===== src/rtl/cmd_buf_pkg.sv =====
package cmd_buf_pkg;

    // ------------------------------------------------------------
    // Widths and depths
    // ------------------------------------------------------------
    localparam int unsigned DATA_W    = 22;
    localparam int unsigned BUF_DEPTH = 2;
    localparam int unsigned CNT_W     = 2;

    // ------------------------------------------------------------
    // Reset values and cycle counts
    // ------------------------------------------------------------
    localparam logic [DATA_W-1:0] DATA_RESET   = 22'h000000;
    localparam logic [1:0]        PAIR_RESET   = 2'h0;
    localparam logic              PERR_IDLE_N  = 1'b1;
    localparam int unsigned       ERR_MIN_LOW  = 2;
    localparam int unsigned       LPM_TAIL     = 2;
    localparam logic [CNT_W-1:0]  ERR_HOLD_CNT = CNT_W'(ERR_MIN_LOW - 1);
    localparam logic [CNT_W-1:0]  LPM_HOLD_CNT = CNT_W'(LPM_TAIL);
    localparam logic [CNT_W-1:0]  CNT_ZERO     = 2'h0;
    localparam logic [CNT_W-1:0]  CNT_ONE      = 2'h1;
    localparam logic [CNT_W-1:0]  CNT_FULL     = CNT_W'(BUF_DEPTH);

    // Even parity over data plus parity bit: high means error
    function automatic logic parity_odd(input logic [DATA_W-1:0] word,
                                        input logic              par);
        parity_odd = (^word) ^ par;
    endfunction : parity_odd

endpackage : cmd_buf_pkg


===== src/rtl/word_stream_if.sv =====
`timescale 1ns/1ps
interface word_stream_if import cmd_buf_pkg::*; ();
    logic              valid;
    logic              ready;
    logic [DATA_W-1:0] data;

    modport producer (output valid, output data, input ready);
    modport consumer (input valid, input data, output ready);
endinterface : word_stream_if


===== src/rtl/word_buffer.sv =====
`timescale 1ns/1ps
module word_buffer import cmd_buf_pkg::*; (
    input  wire logic       clk,
    input  wire logic       reset,
    word_stream_if.consumer fill,
    word_stream_if.producer drain
);

    logic [DATA_W-1:0] head_q;
    logic [DATA_W-1:0] head_d;
    logic [DATA_W-1:0] tail_q;
    logic [DATA_W-1:0] tail_d;
    logic [CNT_W-1:0]  count_q;
    logic [CNT_W-1:0]  count_d;
    logic              push;
    logic              pop;

    // Head doubles as the output register, so no latency is added
    assign fill.ready  = (count_q != CNT_FULL);
    assign drain.valid = (count_q != CNT_ZERO);
    assign drain.data  = head_q;
    assign push        = fill.valid && fill.ready;
    assign pop         = drain.ready && drain.valid;

    always_comb begin
        head_d  = head_q;
        tail_d  = tail_q;
        count_d = count_q;
        if (reset) begin
            head_d  = DATA_RESET;
            tail_d  = DATA_RESET;
            count_d = CNT_ZERO;
        end else if (push && pop) begin
            if (count_q == CNT_ONE) begin
                head_d = fill.data;
            end else begin
                head_d = tail_q;
                tail_d = fill.data;
            end
        end else if (pop) begin
            if (count_q == CNT_FULL) begin
                head_d = tail_q;
            end
            count_d = count_q - CNT_ONE;
        end else if (push) begin
            if (count_q == CNT_ZERO) begin
                head_d = fill.data;
            end else begin
                tail_d = fill.data;
            end
            count_d = count_q + CNT_ONE;
        end
    end

    // Head keeps its word when drained empty: outputs hold
    always_ff @(posedge clk) begin
        head_q  <= head_d;
        tail_q  <= tail_d;
        count_q <= count_d;
    end

endmodule : word_buffer


===== src/rtl/registered_cmd_buffer_parity.sv =====
`timescale 1ns/1ps
module registered_cmd_buffer_parity import cmd_buf_pkg::*; (
    input  wire logic              clk,
    input  wire logic              reset,
    input  wire logic              cs_gate_enable,
    input  wire logic              chip_select_in_0,
    input  wire logic              chip_select_in_1,
    input  wire logic              odt_in_0,
    input  wire logic              odt_in_1,
    input  wire logic              cke_in_0,
    input  wire logic              cke_in_1,
    input  wire logic [DATA_W-1:0] data_in,
    input  wire logic              parity_in,
    input  wire logic              out_ready,
    output logic                   cmd_ready,
    output logic                   out_valid,
    output logic      [DATA_W-1:0] data_out_a,
    output logic      [DATA_W-1:0] data_out_b,
    output logic                   chip_select_out_0a,
    output logic                   chip_select_out_1a,
    output logic                   chip_select_out_0b,
    output logic                   chip_select_out_1b,
    output logic                   odt_out_0a,
    output logic                   odt_out_1a,
    output logic                   odt_out_0b,
    output logic                   odt_out_1b,
    output logic                   cke_out_0a,
    output logic                   cke_out_1a,
    output logic                   cke_out_0b,
    output logic                   cke_out_1b,
    output logic                   low_power_mode,
    output logic                   parity_error_n,
    output logic                   parity_error_drive,
    output logic                   parity_error_oe,
    input  wire logic              parity_error_sense
);

    // ------------------------------------------------------------
    // Decoded input conditions
    // ------------------------------------------------------------
    logic cs_any_low;
    logic lpm_now;
    logic capture_data;

    assign cs_any_low   = !chip_select_in_0 || !chip_select_in_1;
    assign lpm_now      = cs_gate_enable && !cs_any_low;
    assign capture_data = !cs_gate_enable || cs_any_low;

    // ------------------------------------------------------------
    // Data path through the two-entry buffer
    // ------------------------------------------------------------
    word_stream_if fill_bus ();
    word_stream_if drain_bus ();

    // A stalled receiver backs up into the buffer, then refuses.
    // Limitation: the controller cannot be stalled, so a word that
    // meets a full buffer is lost; cmd_ready low shows it.
    assign fill_bus.valid  = capture_data;
    assign fill_bus.data   = data_in;
    assign drain_bus.ready = out_ready;
    assign cmd_ready       = fill_bus.ready;
    assign out_valid       = drain_bus.valid;

    word_buffer u_word_buffer (
        .clk   (clk),
        .reset (reset),
        .fill  (fill_bus),
        .drain (drain_bus)
    );

    // Both copies come from the same head register
    assign data_out_a = drain_bus.data;
    assign data_out_b = drain_bus.data;

    // ------------------------------------------------------------
    // Ungated control registers
    // ------------------------------------------------------------
    logic [1:0] cs_q;
    logic [1:0] cs_d;
    logic [1:0] odt_q;
    logic [1:0] odt_d;
    logic [1:0] cke_q;
    logic [1:0] cke_d;
    logic       lpm_q;
    logic       lpm_d;

    // Reset is taken on the clock, so one edge clears every stage
    always_comb begin
        cs_d  = cs_q;
        odt_d = odt_q;
        cke_d = cke_q;
        lpm_d = lpm_q;
        if (reset) begin
            cs_d  = PAIR_RESET;
            odt_d = PAIR_RESET;
            cke_d = PAIR_RESET;
            lpm_d = 1'b0;
        end else begin
            cs_d  = {chip_select_in_1, chip_select_in_0};
            odt_d = {odt_in_1, odt_in_0};
            cke_d = {cke_in_1, cke_in_0};
            lpm_d = lpm_now;
        end
    end

    always_ff @(posedge clk) begin
        cs_q  <= cs_d;
        odt_q <= odt_d;
        cke_q <= cke_d;
        lpm_q <= lpm_d;
    end

    assign chip_select_out_0a = cs_q[0];
    assign chip_select_out_0b = cs_q[0];
    assign chip_select_out_1a = cs_q[1];
    assign chip_select_out_1b = cs_q[1];
    assign odt_out_0a         = odt_q[0];
    assign odt_out_0b         = odt_q[0];
    assign odt_out_1a         = odt_q[1];
    assign odt_out_1b         = odt_q[1];
    assign cke_out_0a         = cke_q[0];
    assign cke_out_0b         = cke_q[0];
    assign cke_out_1a         = cke_q[1];
    assign cke_out_1b         = cke_q[1];
    assign low_power_mode     = lpm_q;

    // ------------------------------------------------------------
    // Parity stage 1: word of the data cycle
    // ------------------------------------------------------------
    // Captured every edge regardless of the gate, so the check
    // sees the word even when the data copies are held.
    logic [DATA_W-1:0] pdata_q;
    logic [DATA_W-1:0] pdata_d;
    logic              pcs_q;
    logic              pcs_d;
    logic              plpm_q;
    logic              plpm_d;

    always_comb begin
        pdata_d = pdata_q;
        pcs_d   = pcs_q;
        plpm_d  = plpm_q;
        if (reset) begin
            pdata_d = DATA_RESET;
            pcs_d   = 1'b0;
            plpm_d  = 1'b0;
        end else begin
            pdata_d = data_in;
            pcs_d   = cs_any_low;
            plpm_d  = lpm_now;
        end
    end

    always_ff @(posedge clk) begin
        pdata_q <= pdata_d;
        pcs_q   <= pcs_d;
        plpm_q  <= plpm_d;
    end

    // ------------------------------------------------------------
    // Parity stage 2: late parity bit meets its word
    // ------------------------------------------------------------
    logic err_q;
    logic err_d;
    logic hold_q;
    logic hold_d;
    logic hlpm_q;
    logic hlpm_d;

    // Select state travels with the word, so the hold lands on
    // the same edge as the error that word would have carried.
    always_comb begin
        err_d  = err_q;
        hold_d = hold_q;
        hlpm_d = hlpm_q;
        if (reset) begin
            err_d  = 1'b0;
            hold_d = 1'b0;
            hlpm_d = 1'b0;
        end else begin
            // Only the data word and parity bit enter the sum
            err_d  = pcs_q && parity_odd(pdata_q, parity_in);
            hold_d = !pcs_q;
            hlpm_d = plpm_q;
        end
    end

    always_ff @(posedge clk) begin
        err_q  <= err_d;
        hold_q <= hold_d;
        hlpm_q <= hlpm_d;
    end

    // ------------------------------------------------------------
    // Parity stage 3: latched error output
    // ------------------------------------------------------------
    // The counter holds the low cycles still owed after this one.
    logic             perr_n_q;
    logic             perr_n_d;
    logic [CNT_W-1:0] low_cnt_q;
    logic [CNT_W-1:0] low_cnt_d;

    always_comb begin
        perr_n_d  = perr_n_q;
        low_cnt_d = low_cnt_q;
        if (reset) begin
            perr_n_d  = PERR_IDLE_N;
            low_cnt_d = CNT_ZERO;
        end else if (hold_q) begin
            // Frozen output; an error alive in low power owes a tail
            if (hlpm_q && !perr_n_q) begin
                low_cnt_d = LPM_HOLD_CNT;
            end
        end else if (err_q) begin
            perr_n_d  = 1'b0;
            low_cnt_d = ERR_HOLD_CNT;
        end else if (low_cnt_q != CNT_ZERO) begin
            perr_n_d  = 1'b0;
            low_cnt_d = low_cnt_q - CNT_ONE;
        end else begin
            perr_n_d  = PERR_IDLE_N;
        end
    end

    always_ff @(posedge clk) begin
        perr_n_q  <= perr_n_d;
        low_cnt_q <= low_cnt_d;
    end

    // Open-drain: only ever pulls low, released when idle
    assign parity_error_n     = perr_n_q;
    assign parity_error_drive = 1'b0;
    assign parity_error_oe    = !perr_n_q;

    // ------------------------------------------------------------
    // Assertions
    // ------------------------------------------------------------
    // Outputs are sampled one edge after the edge that launches
    // them, hence the extra cycle in the error timing checks.
    a_reset_clears: assert property (
        @(posedge clk) reset |=> (parity_error_n && !parity_error_oe
            && (data_out_a == DATA_RESET) && (cs_q == PAIR_RESET)
            && (odt_q == PAIR_RESET) && (cke_q == PAIR_RESET)))
        else $error("outputs not cleared by reset");

    a_select_follow: assert property (
        @(posedge clk) disable iff (reset)
        !reset |=> ((chip_select_out_0a == $past(chip_select_in_0))
            && (chip_select_out_1b == $past(chip_select_in_1))))
        else $error("select copy did not follow input");

    a_odt_cke_follow: assert property (
        @(posedge clk) disable iff (reset)
        !reset |=> ((odt_out_0b == $past(odt_in_0))
            && (odt_out_1a == $past(odt_in_1))
            && (cke_out_0a == $past(cke_in_0))
            && (cke_out_1b == $past(cke_in_1))))
        else $error("odt or cke copy did not follow input");

    a_gate_open: assert property (
        @(posedge clk) disable iff (reset)
        (!cs_gate_enable && cmd_ready && out_ready)
            |=> (data_out_a == $past(data_in)))
        else $error("data not redriven with gate low");

    a_select_open: assert property (
        @(posedge clk) disable iff (reset)
        (cs_gate_enable && cs_any_low && cmd_ready && out_ready)
            |=> (data_out_b == $past(data_in)))
        else $error("data not redriven with a select low");

    a_gated_hold: assert property (
        @(posedge clk) disable iff (reset)
        (lpm_now && cmd_ready)
            |=> ($stable(data_out_a) && (data_out_a == data_out_b)))
        else $error("data copies changed while gated");

    a_error_timing: assert property (
        @(posedge clk) disable iff (reset)
        cs_any_low ##1 parity_odd($past(data_in), parity_in)
            |=> ##1 !parity_error_n)
        else $error("parity error not shown two edges after data");

    a_gate_ignored: assert property (
        @(posedge clk) disable iff (reset)
        (cs_gate_enable && cs_any_low) ##1 parity_odd($past(data_in), parity_in)
            |=> ##1 !parity_error_n)
        else $error("parity error missed with gate high");

    a_even_clean: assert property (
        @(posedge clk) disable iff (reset)
        cs_any_low ##1 !parity_odd($past(data_in), parity_in) |=> !err_q)
        else $error("error raised for an even word");

    a_gated_check: assert property (
        @(posedge clk) disable iff (reset)
        (chip_select_in_0 && chip_select_in_1) |=> ##2 $stable(parity_error_n))
        else $error("error output moved for an unselected word");

    a_lpm_flag: assert property (
        @(posedge clk) disable iff (reset)
        1'b1 |=> (low_power_mode
            == $past(cs_gate_enable && chip_select_in_0 && chip_select_in_1)))
        else $error("low power flag does not match inputs");

    a_stall_keep: assert property (
        @(posedge clk) disable iff (reset)
        (out_valid && !out_ready) |=> $stable(data_out_a))
        else $error("held word changed while receiver stalled");

    a_latch_min: assert property (
        @(posedge clk) disable iff (reset)
        $fell(parity_error_n) |=> !parity_error_n)
        else $error("error released after one cycle");

    a_run_low: assert property (
        @(posedge clk) disable iff (reset)
        err_q[*2] |=> !parity_error_n)
        else $error("error released during error run");

    a_lpm_freeze: assert property (
        @(posedge clk) disable iff (reset)
        hold_q |=> $stable(parity_error_n))
        else $error("error output moved in low power");

    a_lpm_tail: assert property (
        @(posedge clk) disable iff (reset)
        (hold_q && hlpm_q && !parity_error_n) ##1 !hold_q
            |=> !parity_error_n [*2])
        else $error("error tail after low power too short");

endmodule : registered_cmd_buffer_parity


===== config.mk =====
export PLATFORM = sky130hd
export DESIGN_NAME = registered_cmd_buffer_parity
export DESIGN_NICKNAME = d
export VERILOG_FILES = /design/src/rtl/cmd_buf_pkg.sv /design/src/rtl/word_stream_if.sv /design/src/rtl/word_buffer.sv /design/src/rtl/registered_cmd_buffer_parity.sv
export SDC_FILE = /design/constraint.sdc
export NUM_CORES = 1
export LEC_CHECK = 0
export ABC_AREA = 1
export ABC_CLOCK_PERIOD_IN_PS = 2850
export BUFFER_PORTS_ARGS = -buffer_cell sky130_fd_sc_hd__buf_2
export CAP_MARGIN = 20
export CELL_PAD_IN_SITES_DETAIL_PLACEMENT = 1
export CELL_PAD_IN_SITES_GLOBAL_PLACEMENT = 2
export CORE_MARGIN = 5
export CORE_UTILIZATION = 31
export CTS_CLUSTER_DIAMETER = 150
export CTS_CLUSTER_SIZE = 14
export DETAILED_ROUTE_END_ITERATION = 6
export PLACE_DENSITY_LB_ADDON = 0.1
export REMOVE_ABC_BUFFERS = 1
export SLEW_MARGIN = 20
export SYNTH_ARGS = -nofsm -noshare
export SYNTH_HDL_FRONTEND = slang
export SYNTH_SLANG_ARGS = --single-unit

===== constraint.sdc =====
create_clock -name clk -period 2.85 [get_ports clk]
set_input_delay 0.4275 -clock clk [delete_from_list [all_inputs] [get_ports clk]]
set_output_delay 0.4275 -clock clk [all_outputs]
set_load 0.05 [all_outputs]

# Word-level counts from Yosys, hierarchy flattened
# Index checks and enable logic that the tools add are counted.
[totals]
rom_bits = 0
wordCells = 73
memories = 0
input_bits = 34
out_inout_bits = 62
register_bits = 82
ram_bits = 0
latch_bits = 0
[classes]
n_bitwise = 2
reduce_logical = 27
multipliers = 0
muxes = 19
order_cmp = 0
n_addsub = 3
shifts = 0
n_eq_ne = 8
div_mod_pow = 0
[ops]
columns = ["op", "n"]
rows = [
  ["two-way mux 22 bit", 11],
  ["parity 22 bit", 1],
  ["two-way mux 2 bit", 6],
  ["nonzero test 3 bit", 3],
  ["nonzero test 2 bit", 4],
  ["logical AND 1 bit", 6],
  ["zero test 1 bit", 6],
  ["!= test 2 bit (second input constant)", 3],
  ["!= test 2 x 1 -> 1 bit (second input constant)", 2],
  ["AND reduction 2 bit", 2],
  ["AND reduction 4 bit", 1],
  ["subtractor 2 x 1 -> 2 bit (second input constant)", 2],
  ["!= test 3 bit (second input constant)", 1],
  ["AND reduction 3 bit", 1],
  ["adder 2 x 1 -> 2 bit (second input constant)", 1],
  ["equality test 2 x 1 -> 1 bit (second input constant)", 1],
  ["equality test 2 bit (second input constant)", 1],
  ["zero test 2 bit", 1],
  ["logical OR 1 bit", 2],
  ["two-way mux 1 bit", 2],
  ["inverter 1 bit", 1],
  ["bitwise XOR 1 bit", 1],
]

# Depth between registers and ports, before layout
# Gate-level depths: netlist (run 1).
[logic_depth]
ltp_word = 7
ltp_mapped = 14
depth_no_buf = 14

# Cells and area by module
# Synthesis (run 1) repeated with hierarchy kept, for this count alone.
[unflattened]
hier_cells = 783
hier_area_um2 = 4725.8
[by_module_without_submodules]
columns = ["module", "area_per_inst_um2", "instances", "cells_per_inst"]
rows = [
  ["word_buffer", 2981.6, 1, 531],
  ["registered_cmd_buffer_parity", 1744.2, 1, 252],
]

# Least setup slack after synthesis (run 1)
# No wires, ideal clock.
[synth_path]
path_type = "flip-flop to flip-flop"
from = "reg u_word_buffer.count_q[0]"
to = "reg u_word_buffer.head_q[14] (netlist: u_word_buffer.drain.data[14])"
setup_time_ns = 0.132
stages_incl_launch_ff = 13
path_buffers = 1
t_arrival_ns = 1.806
slack_ns = 0.911
period_less_slack_ns = 1.939
cell_sequence = "dfxtp_1 > inv_1 > ha_1 > inv_2 > nand2_4 > inv_1 > ha_1 > inv_1 > a21oi_4 > buf_6 > a21oi_1 > o21ai_1 > a21oi_1"
[synth_between]
elab_chain_len = 5
word_cells_on_any_way = 15
classes_between = "eq/ne (4); mux (3); reduce/logical (8)"
[synth_rtl]
columns = ["item", "line", "rtl"]
rows = [
  ["from (decl)", "word_buffer.sv:13", "logic [CNT_W-1:0] count_q;"],
  ["from (signal assigned)", "word_buffer.sv:59", "count_q <= count_d;"],
  ["nonzero test 2 bit *", "word_buffer.sv:20", "assign drain.valid = (count_q != CNT_ZERO);"],
  ["named net out_valid", "registered_cmd_buffer_parity.sv:16", "output logic out_valid,"],
  ["logical AND 1 bit *", "word_buffer.sv:23", "assign pop = drain.ready && drain.valid;"],
  ["logical AND 1 bit", "word_buffer.sv:33", "end else if (push && pop) begin"],
  ["!= test 3 bit (no line) or nonzero test 3 bit (tied branches)", "-", ""],
  ["AND reduction 3 bit (no line)", "-", ""],
  ["to (signal assigned)", "word_buffer.sv:57", "head_q <= head_d;"],
  ["to (decl)", "word_buffer.sv:9", "logic [DATA_W-1:0] head_q;"],
]
# The timed path passes the listed nets; every way through them passes the cells marked *.
# A chain may end at the register's enable or synchronous reset.

# Worst setup path after layout (run 1)
[layout_path]
from = "reg u_word_buffer.count_q[0]"
to = "reg u_word_buffer.tail_q[13]"
[layout_between]
elab_chain_len = 5
word_cells_on_any_way = 13
classes_between = "eq/ne (5); mux (1); reduce/logical (7)"
[layout_rtl]
columns = ["item", "line", "rtl"]
rows = [
  ["!= test 2 bit or nonzero test 2 bit (tied branches)", "word_buffer.sv:19, word_buffer.sv:20", ""],
  ["logical AND 1 bit (on tied branches)", "word_buffer.sv:22, word_buffer.sv:23", ""],
  ["logical AND 1 bit", "word_buffer.sv:33", ""],
  ["!= test 2 bit (no line) (tied with other cells)", "-", ""],
  ["AND reduction 4 bit (no line)", "-", ""],
  ["to (signal assigned)", "word_buffer.sv:58", "tail_q <= tail_d;"],
  ["to (decl)", "word_buffer.sv:11", "logic [DATA_W-1:0] tail_q;"],
]
# Several ways; a longest one is shown, not always the timed one.

==> results of run 1 <==
## final timing paths
path	from	endpoint	slack [ps]	cells after the start
max reg2reg	u_word_buffer.count_q[0]$_SDFFE_PP0P_	u_word_buffer.tail_q[13]$_SDFFE_PP0P_	440	12
min reg2reg	pcs_q$_SDFF_PP0_	hold_q$_SDFF_PP0_	410	1
max	u_word_buffer.count_q[0]$_SDFFE_PP0P_	u_word_buffer.tail_q[13]$_SDFFE_PP0P_	440	12
min	odt_in_1	odt_q[1]$_SDFF_PP0_	290	3
## cells by family after synthesis
logic type / share of synthesized area
compound gates: 0.183
xor+xnor: 0.0216
fa+ha+maj: 0.0205
buf+inv: 0.181
flops: 0.449
other cells: 0.00103
simple gates: 0.143
## metal layers
layer | wire length (um) | global-route usage | part of all wire | up-vias
met5 | 0 | 0 | 0 | -
met4 | 94 | 0.0340 | 0.011 | 0
met3 | 404 | 0.0492 | 0.046 | 10
met2 | 4540 | 0.229 | 0.51 | 57
met1 | 3780 | 0.146 | 0.43 | 1451
li1 | - | - | - | 1609
## power groups by stage
| stage | Clock [W] | Combinational, W | Sequential, W |
|---|---|---|---|
| 2_1_floorplan | 0 | 0.00111 | 0.00274 |
| 3_3_place_gp | 0 | 0.00288 | 0.00168 |
| 3_5_place_dp | 0 | 0.00293 | 0.00170 |
| 4_1_cts | 0.00138 | 0.00294 | 0.00168 |
| 5_1_grt | 0.00143 | 0.00316 | 0.00172 |
| 6_report | 0.00134 | 0.00290 | 0.00167 |
## state kept, by name, summed over array words and instances, names as in the netlist
name / cells
u_word_buffer.tail_q: 22
u_word_buffer.count_q: 2
parity_error_n: 1
odt_q: 2
hlpm_q: 1
err_q: 1
pdata_q: 22
cke_q: 2
u_word_buffer.drain.data: 22
hold_q: 1
plpm_q: 1
cs_q: 2
low_cnt_q: 2
pcs_q: 1
## layout by cell type (no fill, tap or decap)
| cell | instances |
|---|---|
| o21ai_2 | 1 |
| ha_1 | 6 |
| nor2_2 | 1 |
| a21oi_1 | 72 |
| xor2_1 | 2 |
| conb_1 | 1 |
| nor2_1 | 38 |
| clkbuf_8 | 1 |
| dfxtp_1 | 82 |
| nand3_1 | 9 |
| xnor2_1 | 7 |
| clkbuf_16 | 9 |
| clkinvlp_4 | 1 |
| a211oi_1 | 2 |
| o21ai_4 | 1 |
| nand2_4 | 1 |
| nand2_2 | 2 |
| a21oi_4 | 1 |
| a31oi_1 | 1 |
| o21a_1 | 1 |
| o21ai_0 | 25 |
| nand3_2 | 1 |
| inv_2 | 2 |
| bufinv_16 | 3 |
| inv_1 | 82 |
| clkinv_2 | 1 |
| o21ai_1 | 23 |
| buf_4 | 6 |
| buf_2 | 93 |
| nand2_1 | 79 |
## stage by stage
stage / worst slack [ps] / power, W / hold slack [ps]
after global placement: 567 / 0.00456 / 404
final: 443 / 0.00591 / 292
after CTS: 408 / 0.00600 / 279
after floorplan: 553 / 0.00385 / 388
after global routing: 175 / 0.00632 / 280
after detailed placement: 446 / 0.00463 / 407
## layout make-up
| cell class | count | area [um^2] | area share |
|---|---|---|---|
| Sequential cell | 82 | 1640 | 0.378 |
| Multi-Input combinational cell | 274 | 1350 | 0.312 |
| Timing Repair Buffer | 99 | 510 | 0.118 |
| Inverter | 84 | 315 | 0.0726 |
| Clock buffer | 10 | 239 | 0.0551 |
| Tap cell | 143 | 179 | 0.0412 |
| Clock inverter | 5 | 103 | 0.0236 |
## critical path, cell delays in order, from the launching register on
cell and delay (ps):
dfxtp_1 310, inv_1 110, ha_1 290, inv_2 70, nand2_2 90, inv_1 50
ha_1 190, nand2_1 60, inv_1 70, nor2_1 130, nand2_2 440, o21ai_0 350
a21oi_1 70
==> flow_summary.json, run 1 <==
{
  "viasPerCell": 4.49,
  "grt-ovfl-total": 0,
  "clk_latency_ps": 340,
  "fin_crit_ps": 2410,
  "vias": 3127,
  "maxCapViolCount": 0,
  "crit_type": "reg2reg",
  "start_kind": "register",
  "die_w_um": 119,
  "pwr-share-comb": 0.491,
  "netlist_top_cells_area": "dfxtp_1, a21oi_1, inv_1, nand2_1, buf_4",
  "clock_path_buffers": 2,
  "hp-class": "in2reg",
  "antenna_found_initial": 0,
  "arrival_ps": 2600,
  "cts-htree-levels": 3,
  "placed_cell_area_um2": 4000,
  "synth_edf_count": 0,
  "switching_power_w": 0.00281,
  "drive_above_1_share": 0.224,
  "synth_cells": 490,
  "power_switching_share": 0.475,
  "port_buffers": 93,
  "diodes": 0,
  "cts_setup_buffers": 0,
  "final_cells": 697,
  "p_seq_frac": 0.283,
  "post_drt_wl_per_cell_um": 12.7,
  "cts_resized": 0,
  "dieArea_um2": 14100,
  "first_global_vias": 3192,
  "routed_wl_um": 8820,
  "rows": 39,
  "tightestPinTransition_ps": 750,
  "crit_fanout": 43,
  "track_usage": 0.130,
  "ys_seq_area_frac": 0.449,
  "clock.fmax_mhz": 416,
  "yosys_warnings": 0,
  "synthArstFlopShare": 0,
  "power_density_nw_per_um2": 1360,
  "coreArea_um2": 11500,
  "start_util": 0.319,
  "routabilityCongestion": 0.706,
  "cts_buffers": 9,
  "root_buffer": "clkbuf_16",
  "die-height_um": 119,
  "cts_tree": "done",
  "io_pins": 96,
  "grt_pass1_wl_um": 14900,
  "syn2layout_area_growth_pct": 18.7,
  "antenna_left": 0,
  "utilization": 0.379,
  "outcome": "completed",
  "final_cell_area_um2": 4340,
  "synth.avg_cell_area_um2": 7.46,
  "netlist_top_cells_count": "dfxtp_1, inv_1, nand2_1",
  "clk_pin_slew_worst_paths_ps": 60,
  "relSlewSlack": 0.498,
  "ir_worst_vdd_mv": 0.520,
  "dpl.cell_count": 682,
  "synth-seq-cells": 82,
  "hold_buffers": 0,
  "drc": 0,
  "netlist_area_um2": 3660,
  "p_int_w": 0.00310,
  "hpwlAfterDp_um": 6230,
  "synth_top_cell_by_area": "dfxtp_1",
  "fin_crit_sh": 0.844,
  "fin_skew_ps": 7.88,
  "drt-initial-drc-count": 108,
  "final_nets": 590,
  "firstDrtPassIters": 4,
  "end_kind": "register",
  "slew_viol_final": 0,
  "synth_top_area_frac": 0.449,
  "fillers": 1424,
  "synth_ff_type": "dfxtp_1",
  "power_leakage_nw": 2.19,
  "grt_max_degree": 60,
  "synth.distinct_cells": 28,
  "finalSetupViolations": 0,
  "cp.required_ps": 3040,
  "hold_viol_final": 0,
  "clkPwrFrac": 0.226,
  "rsz0062_at_grt": "false",
  "tns_ps": 0,
  "clkSinkCount": 82
}
Power figures use the tool's default switching activity.
==> run 2: changes to the inputs <==
--- a/config.mk
+++ b/config.mk
@@ -5,14 +5,14 @@
 export SDC_FILE = /design/constraint.sdc
 export NUM_CORES = 1
 export LEC_CHECK = 0
-export ABC_AREA = 1
-export ABC_CLOCK_PERIOD_IN_PS = 2850
+export ABC_AREA = 0
+export ABC_CLOCK_PERIOD_IN_PS = 2000
 export BUFFER_PORTS_ARGS = -buffer_cell sky130_fd_sc_hd__buf_2
 export CAP_MARGIN = 20
 export CELL_PAD_IN_SITES_DETAIL_PLACEMENT = 1
 export CELL_PAD_IN_SITES_GLOBAL_PLACEMENT = 2
 export CORE_MARGIN = 5
-export CORE_UTILIZATION = 31
+export CORE_UTILIZATION = 28
 export CTS_CLUSTER_DIAMETER = 150
 export CTS_CLUSTER_SIZE = 14
 export DETAILED_ROUTE_END_ITERATION = 6
==> constraint.sdc (replaced) <==
create_clock -name clk -period 2 [get_ports clk]
set_input_delay 0.3 -clock clk [delete_from_list [all_inputs] [get_ports clk]]
set_output_delay 0.3 -clock clk [all_outputs]
set_load 0.05 [all_outputs]
==> run 2 against run 1 <==
Against the previous run:
- register-to-register slack got worse by 400 ps
- critical path depth rose by 1
- clock skew fell by 3.7 ps
- hold slack got worse by 130 ps
- sequential power rose by 41%
- non-clock buffer count rose by 17
- count of clock-buffer cells in the layout rose by 2
- maximum frequency rose by 23%
- critical path type unchanged
- largest cell class unchanged
- highest routed layer is now met5
==> flow_summary.json, run 2 <==
{
  "outcome": "completed",
  "clk_latency_ps": 340,
  "synth_cells": 338,
  "diodes": 0,
  "cp.required_ps": 2210,
  "synthArstFlopShare": 0,
  "crit_family": "buffers and inverters",
  "finalSetupViolations": 0,
  "worst-path-buf-inv": 5,
  "pwr-share-comb": 0.544,
  "final_cell_mix": "buf_2, dfxtp_1, nor2_1, mux2i_1, nor2b_1",
  "synth_ff_type": "dfxtp_1",
  "placed_cell_area_um2": 3990,
  "die_w_um": 120,
  "end_kind": "register",
  "maxCapViolCount": 0,
  "p_seq_frac": 0.264,
  "post_drt_wl_per_cell_um": 13.8,
  "dieArea_um2": 14400,
  "hp-class": "in2reg",
  "routed_wl_um": 7880,
  "layout_commonest_cell": "buf_2",
  "crit_end": "u_word_buffer.tail_q[2]$_SDFFE_PP0P_",
  "yosysMostFrequentCell": "dfxtp_1",
  "port_buffers": 93,
  "yosys_warnings": 0,
  "synth-seq-cells": 82,
  "fin_skew_ps": 4.15,
  "antenna_left": 0,
  "whs_ps": 166,
  "ys_seq_area_frac": 0.483,
  "track_usage": 0.114,
  "cts_buffers": 9,
  "worst_path_most_repeated_cell": "inv_2",
  "drc": 0,
  "r2r_cells": 13,
  "die-height_um": 120,
  "cpPeakStageDelay_ps": 340,
  "switching_power_w": 0.00406,
  "arrival_ps": 2170,
  "synth_edf_count": 0,
  "crit_start": "u_word_buffer.count_q[1]$_SDFFE_PP0P_",
  "firstDrtPassIters": 4,
  "power_leakage_nw": 2.00,
  "synth_top_cell_by_area": "dfxtp_1",
  "final_nets": 459,
  "clock_path_buffers": 2,
  "io_pins": 96,
  "final_cell_area_um2": 4470,
  "syn2layout_area_growth_pct": 31.4,
  "fin_crit_sh": 0.980,
  "synth.distinct_cells": 25,
  "slew_viol_final": 0,
  "reg2reg_slack_ps": 40,
  "netlist_top_cells_area": "dfxtp_1, mux2i_1, buf_4, nor2_1, nor2b_1",
  "reg2reg_from": "u_word_buffer.count_q[1]$_SDFFE_PP0P_",
  "power_switching_share": 0.457,
  "crit_type": "reg2reg",
  "hold_viol_final": 0,
  "cts_tree": "done",
  "antenna_found_initial": 1,
  "clkSinkCount": 82,
  "viasPerCell": 4.36,
  "drive_above_1_share": 0.368,
  "hpwlAfterDp_um": 5350,
  "clock.fmax_mhz": 510,
  "drt-initial-drc-count": 48,
  "crit_chain": "inv_2 > ha_4 > inv_2 > nand2_2 > inv_2 > ha_4 > buf_6 > nor2_4 > a21oi_2 > nor2_4 > buf_12 > mux2i_2 > nor2_1",
  "netlist_top_cells_count": "dfxtp_1, nor2_1, mux2i_1",
  "rows": 40,
  "coreArea_um2": 12000,
  "root_buffer": "clkbuf_16",
  "grt-ovfl-total": 0,
  "clk_pin_slew_worst_paths_ps": 60,
  "p_int_w": 0.00482,
  "routabilityCongestion": 0.693,
  "cp.depth": 13,
  "relSlewSlack": 0.643,
  "crit_fanout": 8,
  "tightestPinTransition_ps": 535,
  "grt_pass1_wl_um": 12500,
  "synth.avg_cell_area_um2": 10.1,
  "rsz0062_at_grt": "true",
  "netlist_area_um2": 3400,
  "start_kind": "register",
  "p_total_w": 0.00888,
  "cp_slowest_cell": "dfxtp_2",
  "start_util": 0.284,
  "ir_worst_vdd_mv": 0.732,
  "vias": 2491,
  "synth_top_area_frac": 0.483,
  "worstReg2RegEnd": "u_word_buffer.tail_q[2]$_SDFFE_PP0P_",
  "cts-htree-levels": 3,
  "power_density_nw_per_um2": 1990,
  "grt_max_degree": 45,
  "fin_crit_ps": 1960,
  "clkPwrFrac": 0.192,
  "first_global_vias": 2520
}
[run 2: power by group through the flow]
stage / combinational (W) / clock [W] / sequential (W)
after floorplan: 0.00161 / 0 / 0.00392
after global placement: 0.00450 / 0 / 0.00235
after detailed placement: 0.00452 / 0 / 0.00237
after CTS: 0.00463 / 0.00178 / 0.00234
after global routing: 0.00517 / 0.00185 / 0.00243
final: 0.00483 / 0.00170 / 0.00235
[run 2: repair_timing]
item / CTS / global route
cloned: 0 / 1
gates resized for setup: 3 / 27
pin swaps: 3 / 6
setup buffers: 2 / 1
hold buffers: 0 / 0
endpoints found under the setup margin: 20 / 44
[run 2: cell families after synthesis]
family,after synthesis,synth area share
AND/OR/NAND/NOR,94,0.131
other,1,0.00110
adder cells (fa/ha/maj),6,0.0221
buffers and inverters,56,0.101
flip-flops,82,0.483
multiplexers,44,0.130
AO/OA/AOI/OAI,32,0.0688
XOR/XNOR,23,0.0633
[run 2: cell type report]
| cell class | count | area, um^2 |
|---|---|---|
| Timing Repair Buffer | 116 | 763 |
| Multi-Input combinational cell | 200 | 1530 |
| Inverter | 10 | 40.0 |
| Sequential cell | 82 | 1640 |
| Fill cell | 1360 | 7500 |
| Tap cell | 147 | 184 |
| Clock buffer | 12 | 256 |
| Clock inverter | 4 | 50.0 |
[run 2: worst min path at each step]
stage | depth (start not counted) | start | slack, ps | end
2_1_floorplan | 1 | reset | 370 | hold_q$_SDFF_PP0_
6_report | 2 | chip_select_in_0 | 170 | pcs_q$_SDFF_PP0_
4_1_cts | 2 | chip_select_in_1 | 150 | pcs_q$_SDFF_PP0_
3_5_place_dp | 1 | pcs_q$_SDFF_PP0_ | 400 | hold_q$_SDFF_PP0_
5_1_grt | 2 | odt_in_0 | 160 | odt_q[0]$_SDFF_PP0_
3_3_place_gp | 1 | pcs_q$_SDFF_PP0_ | 390 | hold_q$_SDFF_PP0_
[run 2: stage by stage]
| step | worst slack, ps | util | cells | setup TNS (ps) |
|---|---|---|---|---|
| 5_1_grt | -89.5 | 0.373 | 571 | -1340 |
| 3_5_place_dp | -21.5 | 0.334 | 551 | -67.8 |
| 2_1_floorplan | -925 | - | 292 | -36030 |
| 4_1_cts | -28.1 | 0.362 | 569 | -62.4 |
| 6_report | 40.6 | 0.373 | 571 | 0 |
| 3_3_place_gp | -8.98 | 0.334 | 551 | -22.7 |
[run 2: layer usage]
layer	GRT usage	vias to the layer above	share of wire
li1	-	1243	-
met5	0	-	0.0018
met3	0.0368	18	0.063
met4	0.0709	2	0.022
met2	0.182	70	0.47
met1	0.131	1158	0.44
==> run 3: changes to the inputs <==
--- a/config.mk
+++ b/config.mk
@@ -16,7 +16,7 @@
 export CTS_CLUSTER_DIAMETER = 150
 export CTS_CLUSTER_SIZE = 14
 export DETAILED_ROUTE_END_ITERATION = 6
-export PLACE_DENSITY_LB_ADDON = 0.1
+export PLACE_DENSITY = 0.82
 export REMOVE_ABC_BUFFERS = 1
 export SLEW_MARGIN = 20
 export SYNTH_ARGS = -nofsm -noshare
==> run 3 against run 2 <==
Against the previous run:
- critical path depth is 1 lower
- hold slack better by 13 ps
- non-clock buffer count is 5 lower
- wire length is 0.51% higher
- largest cell class unchanged
- sequential share of layout area is 0.60 points higher
- critical path type unchanged
- die area stayed put
- setup slack better by 45 ps
- via count is 0.76% lower
- sequential power hardly changed
- highest routed layer unchanged
==> flow_summary.json, run 3 (synthesized netlist as in run 2, its figures left out) <==
{
  "outcome": "completed",
  "min_from": "cke_in_0",
  "die-height_um": 120,
  "crit_family": "buffers and inverters",
  "clkSinkCount": 82,
  "antenna_found_initial": 1,
  "cpPeakStageDelay_ps": 360,
  "clk_latency_ps": 330,
  "cp.required_ps": 2220,
  "worstReg2RegEnd": "u_word_buffer.drain.data[19]$_SDFFE_PP0P_",
  "crit_fanout": 7,
  "grt-ovfl-total": 0,
  "post_drt_wl_per_cell_um": 14.0,
  "hold_viol_final": 0,
  "track_usage": 0.115,
  "slew_viol_final": 0,
  "drive_above_1_share": 0.353,
  "layout_commonest_cell": "buf_2",
  "fin_skew_ps": 5.43,
  "p_total_w": 0.00876,
  "cp_slowest_cell": "dfxtp_4",
  "die_w_um": 120,
  "port_buffers": 93,
  "hp-class": "in2reg",
  "dieArea_um2": 14400,
  "final_nets": 454,
  "clock.fmax_mhz": 522,
  "hold_end": "cke_q[0]$_SDFF_PP0_",
  "final_cell_mix": "buf_2, dfxtp_1, nor2_1, mux2i_1, nor2b_1",
  "syn2layout_area_growth_pct": 29.5,
  "cts_buffers": 9,
  "reg2reg_slack_ps": 90,
  "routed_wl_um": 7920,
  "power_leakage_nw": 1.98,
  "coreArea_um2": 12000,
  "fin_crit_ps": 1910,
  "finalSetupViolations": 0,
  "final_cell_area_um2": 4400,
  "relSlewSlack": 0.630,
  "start_kind": "register",
  "drt-initial-drc-count": 79,
  "diodes": 0,
  "antenna_left": 0,
  "cts-htree-levels": 3,
  "fillers": 1366,
  "grt_pass1_wl_um": 12900,
  "multiInputGateArea_um2": 1500,
  "arrival_ps": 2130,
  "rsz0062_at_grt": "true",
  "root_buffer": "clkbuf_16",
  "power_density_nw_per_um2": 1990,
  "whs_ps": 179,
  "ir_worst_vdd_mv": 0.802,
  "crit_chain": "inv_4 > ha_4 > inv_2 > nand2_2 > inv_2 > ha_4 > buf_4 > o21bai_4 > buf_12 > buf_16 > mux2i_2 > a211oi_2",
  "hold_depth": 2,
  "grt_max_degree": 32,
  "crit_type": "reg2reg",
  "hpwlAfterDp_um": 5640,
  "seqCellArea_um2": 1650,
  "r2r_cells": 12,
  "start_util": 0.284,
  "reg2reg_from": "u_word_buffer.count_q[1]$_SDFFE_PP0P_",
  "firstDrtPassIters": 4,
  "clk_pin_slew_worst_paths_ps": 60,
  "first_global_vias": 2651,
  "rows": 40,
  "cts_tree": "done",
  "viasPerCell": 4.37,
  "clock_path_buffers": 2,
  "end_kind": "register",
  "placed_cell_area_um2": 3960,
  "worst-path-buf-inv": 6,
  "utilization": 0.368,
  "tightestPinTransition_ps": 555,
  "routabilityCongestion": 0.701,
  "hold_buffers": 0,
  "drc": 0,
  "fin_crit_sh": 0.957,
  "maxCapViolCount": 0,
  "io_pins": 96,
  "vias": 2472
}
[run 3: worst max-delay path by stage]
stage	start	endpoint	cells past startpoint
after detailed placement	u_word_buffer.count_q[1]$_SDFFE_PP0P_	u_word_buffer.drain.data[0]$_SDFFE_PP0P_	11
after global placement	u_word_buffer.count_q[0]$_SDFFE_PP0P_	u_word_buffer.drain.data[6]$_SDFFE_PP0P_	11
after floorplan	u_word_buffer.count_q[0]$_SDFFE_PP0P_	u_word_buffer.tail_q[0]$_SDFFE_PP0P_	11
after global routing	u_word_buffer.count_q[1]$_SDFFE_PP0P_	u_word_buffer.drain.data[13]$_SDFFE_PP0P_	12
final	u_word_buffer.count_q[1]$_SDFFE_PP0P_	u_word_buffer.drain.data[19]$_SDFFE_PP0P_	12
after CTS	u_word_buffer.count_q[0]$_SDFFE_PP0P_	u_word_buffer.drain.data[4]$_SDFFE_PP0P_	12
[run 3: worst register-to-register path, delay by kind of cell (launching register included)]
family / cells / cell delay (ps)
muxes: 1 / 220
buffers and inverters: 6 / 570
AOI/OAI and AO/OA: 2 / 300
DFF: 1 / 360
and+or+nand+nor: 1 / 60
adders and majority gates: 2 / 300
[run 3: metal layers]
| layer | up-vias | global-route usage | wire [um] |
|---|---|---|---|
| met5 | - | 0 | 20 |
| li1 | 1231 | - | - |
| met1 | 1157 | 0.128 | 3400 |
| met2 | 69 | 0.197 | 3850 |
| met3 | 13 | 0.0467 | 522 |
| met4 | 2 | 0.0408 | 124 |
[run 3: cell type report]
class / count / share of cell area
clock buffer: 12 / 0.0583
clock inverter: 4 / 0.0114
sequential: 82 / 0.374
multi-input combinational: 200 / 0.341
tap: 147 / 0.0418
timing repair buffer: 111 / 0.164
inverter: 10 / 0.00967
[run 3: through the flow]
step           std cells  TNS (ps)  setup slack [ps]
2_1_floorplan        292    -36030              -925
3_3_place_gp         547         0              49.6
3_5_place_dp         547     -2320              -131
4_1_cts              565         0              5.40
5_1_grt              566     -2.94             -2.94
6_report             566         0              85.3
[run 3: what timing repair did]
item	in CTS	in global routing
endpoints found under the setup margin	44	44
gates cloned	1	0
buffers inserted	1	1
pin swaps	3	4
gates resized for setup	14	12
[run 3: power breakdown]
group	switching [W]	total [W]	internal, W
sequential	0.000274	0.00236	0.00209
clock	0.000652	0.00168	0.00103
combinational	0.00310	0.00471	0.00162
total	0.00402	0.00876	0.00474
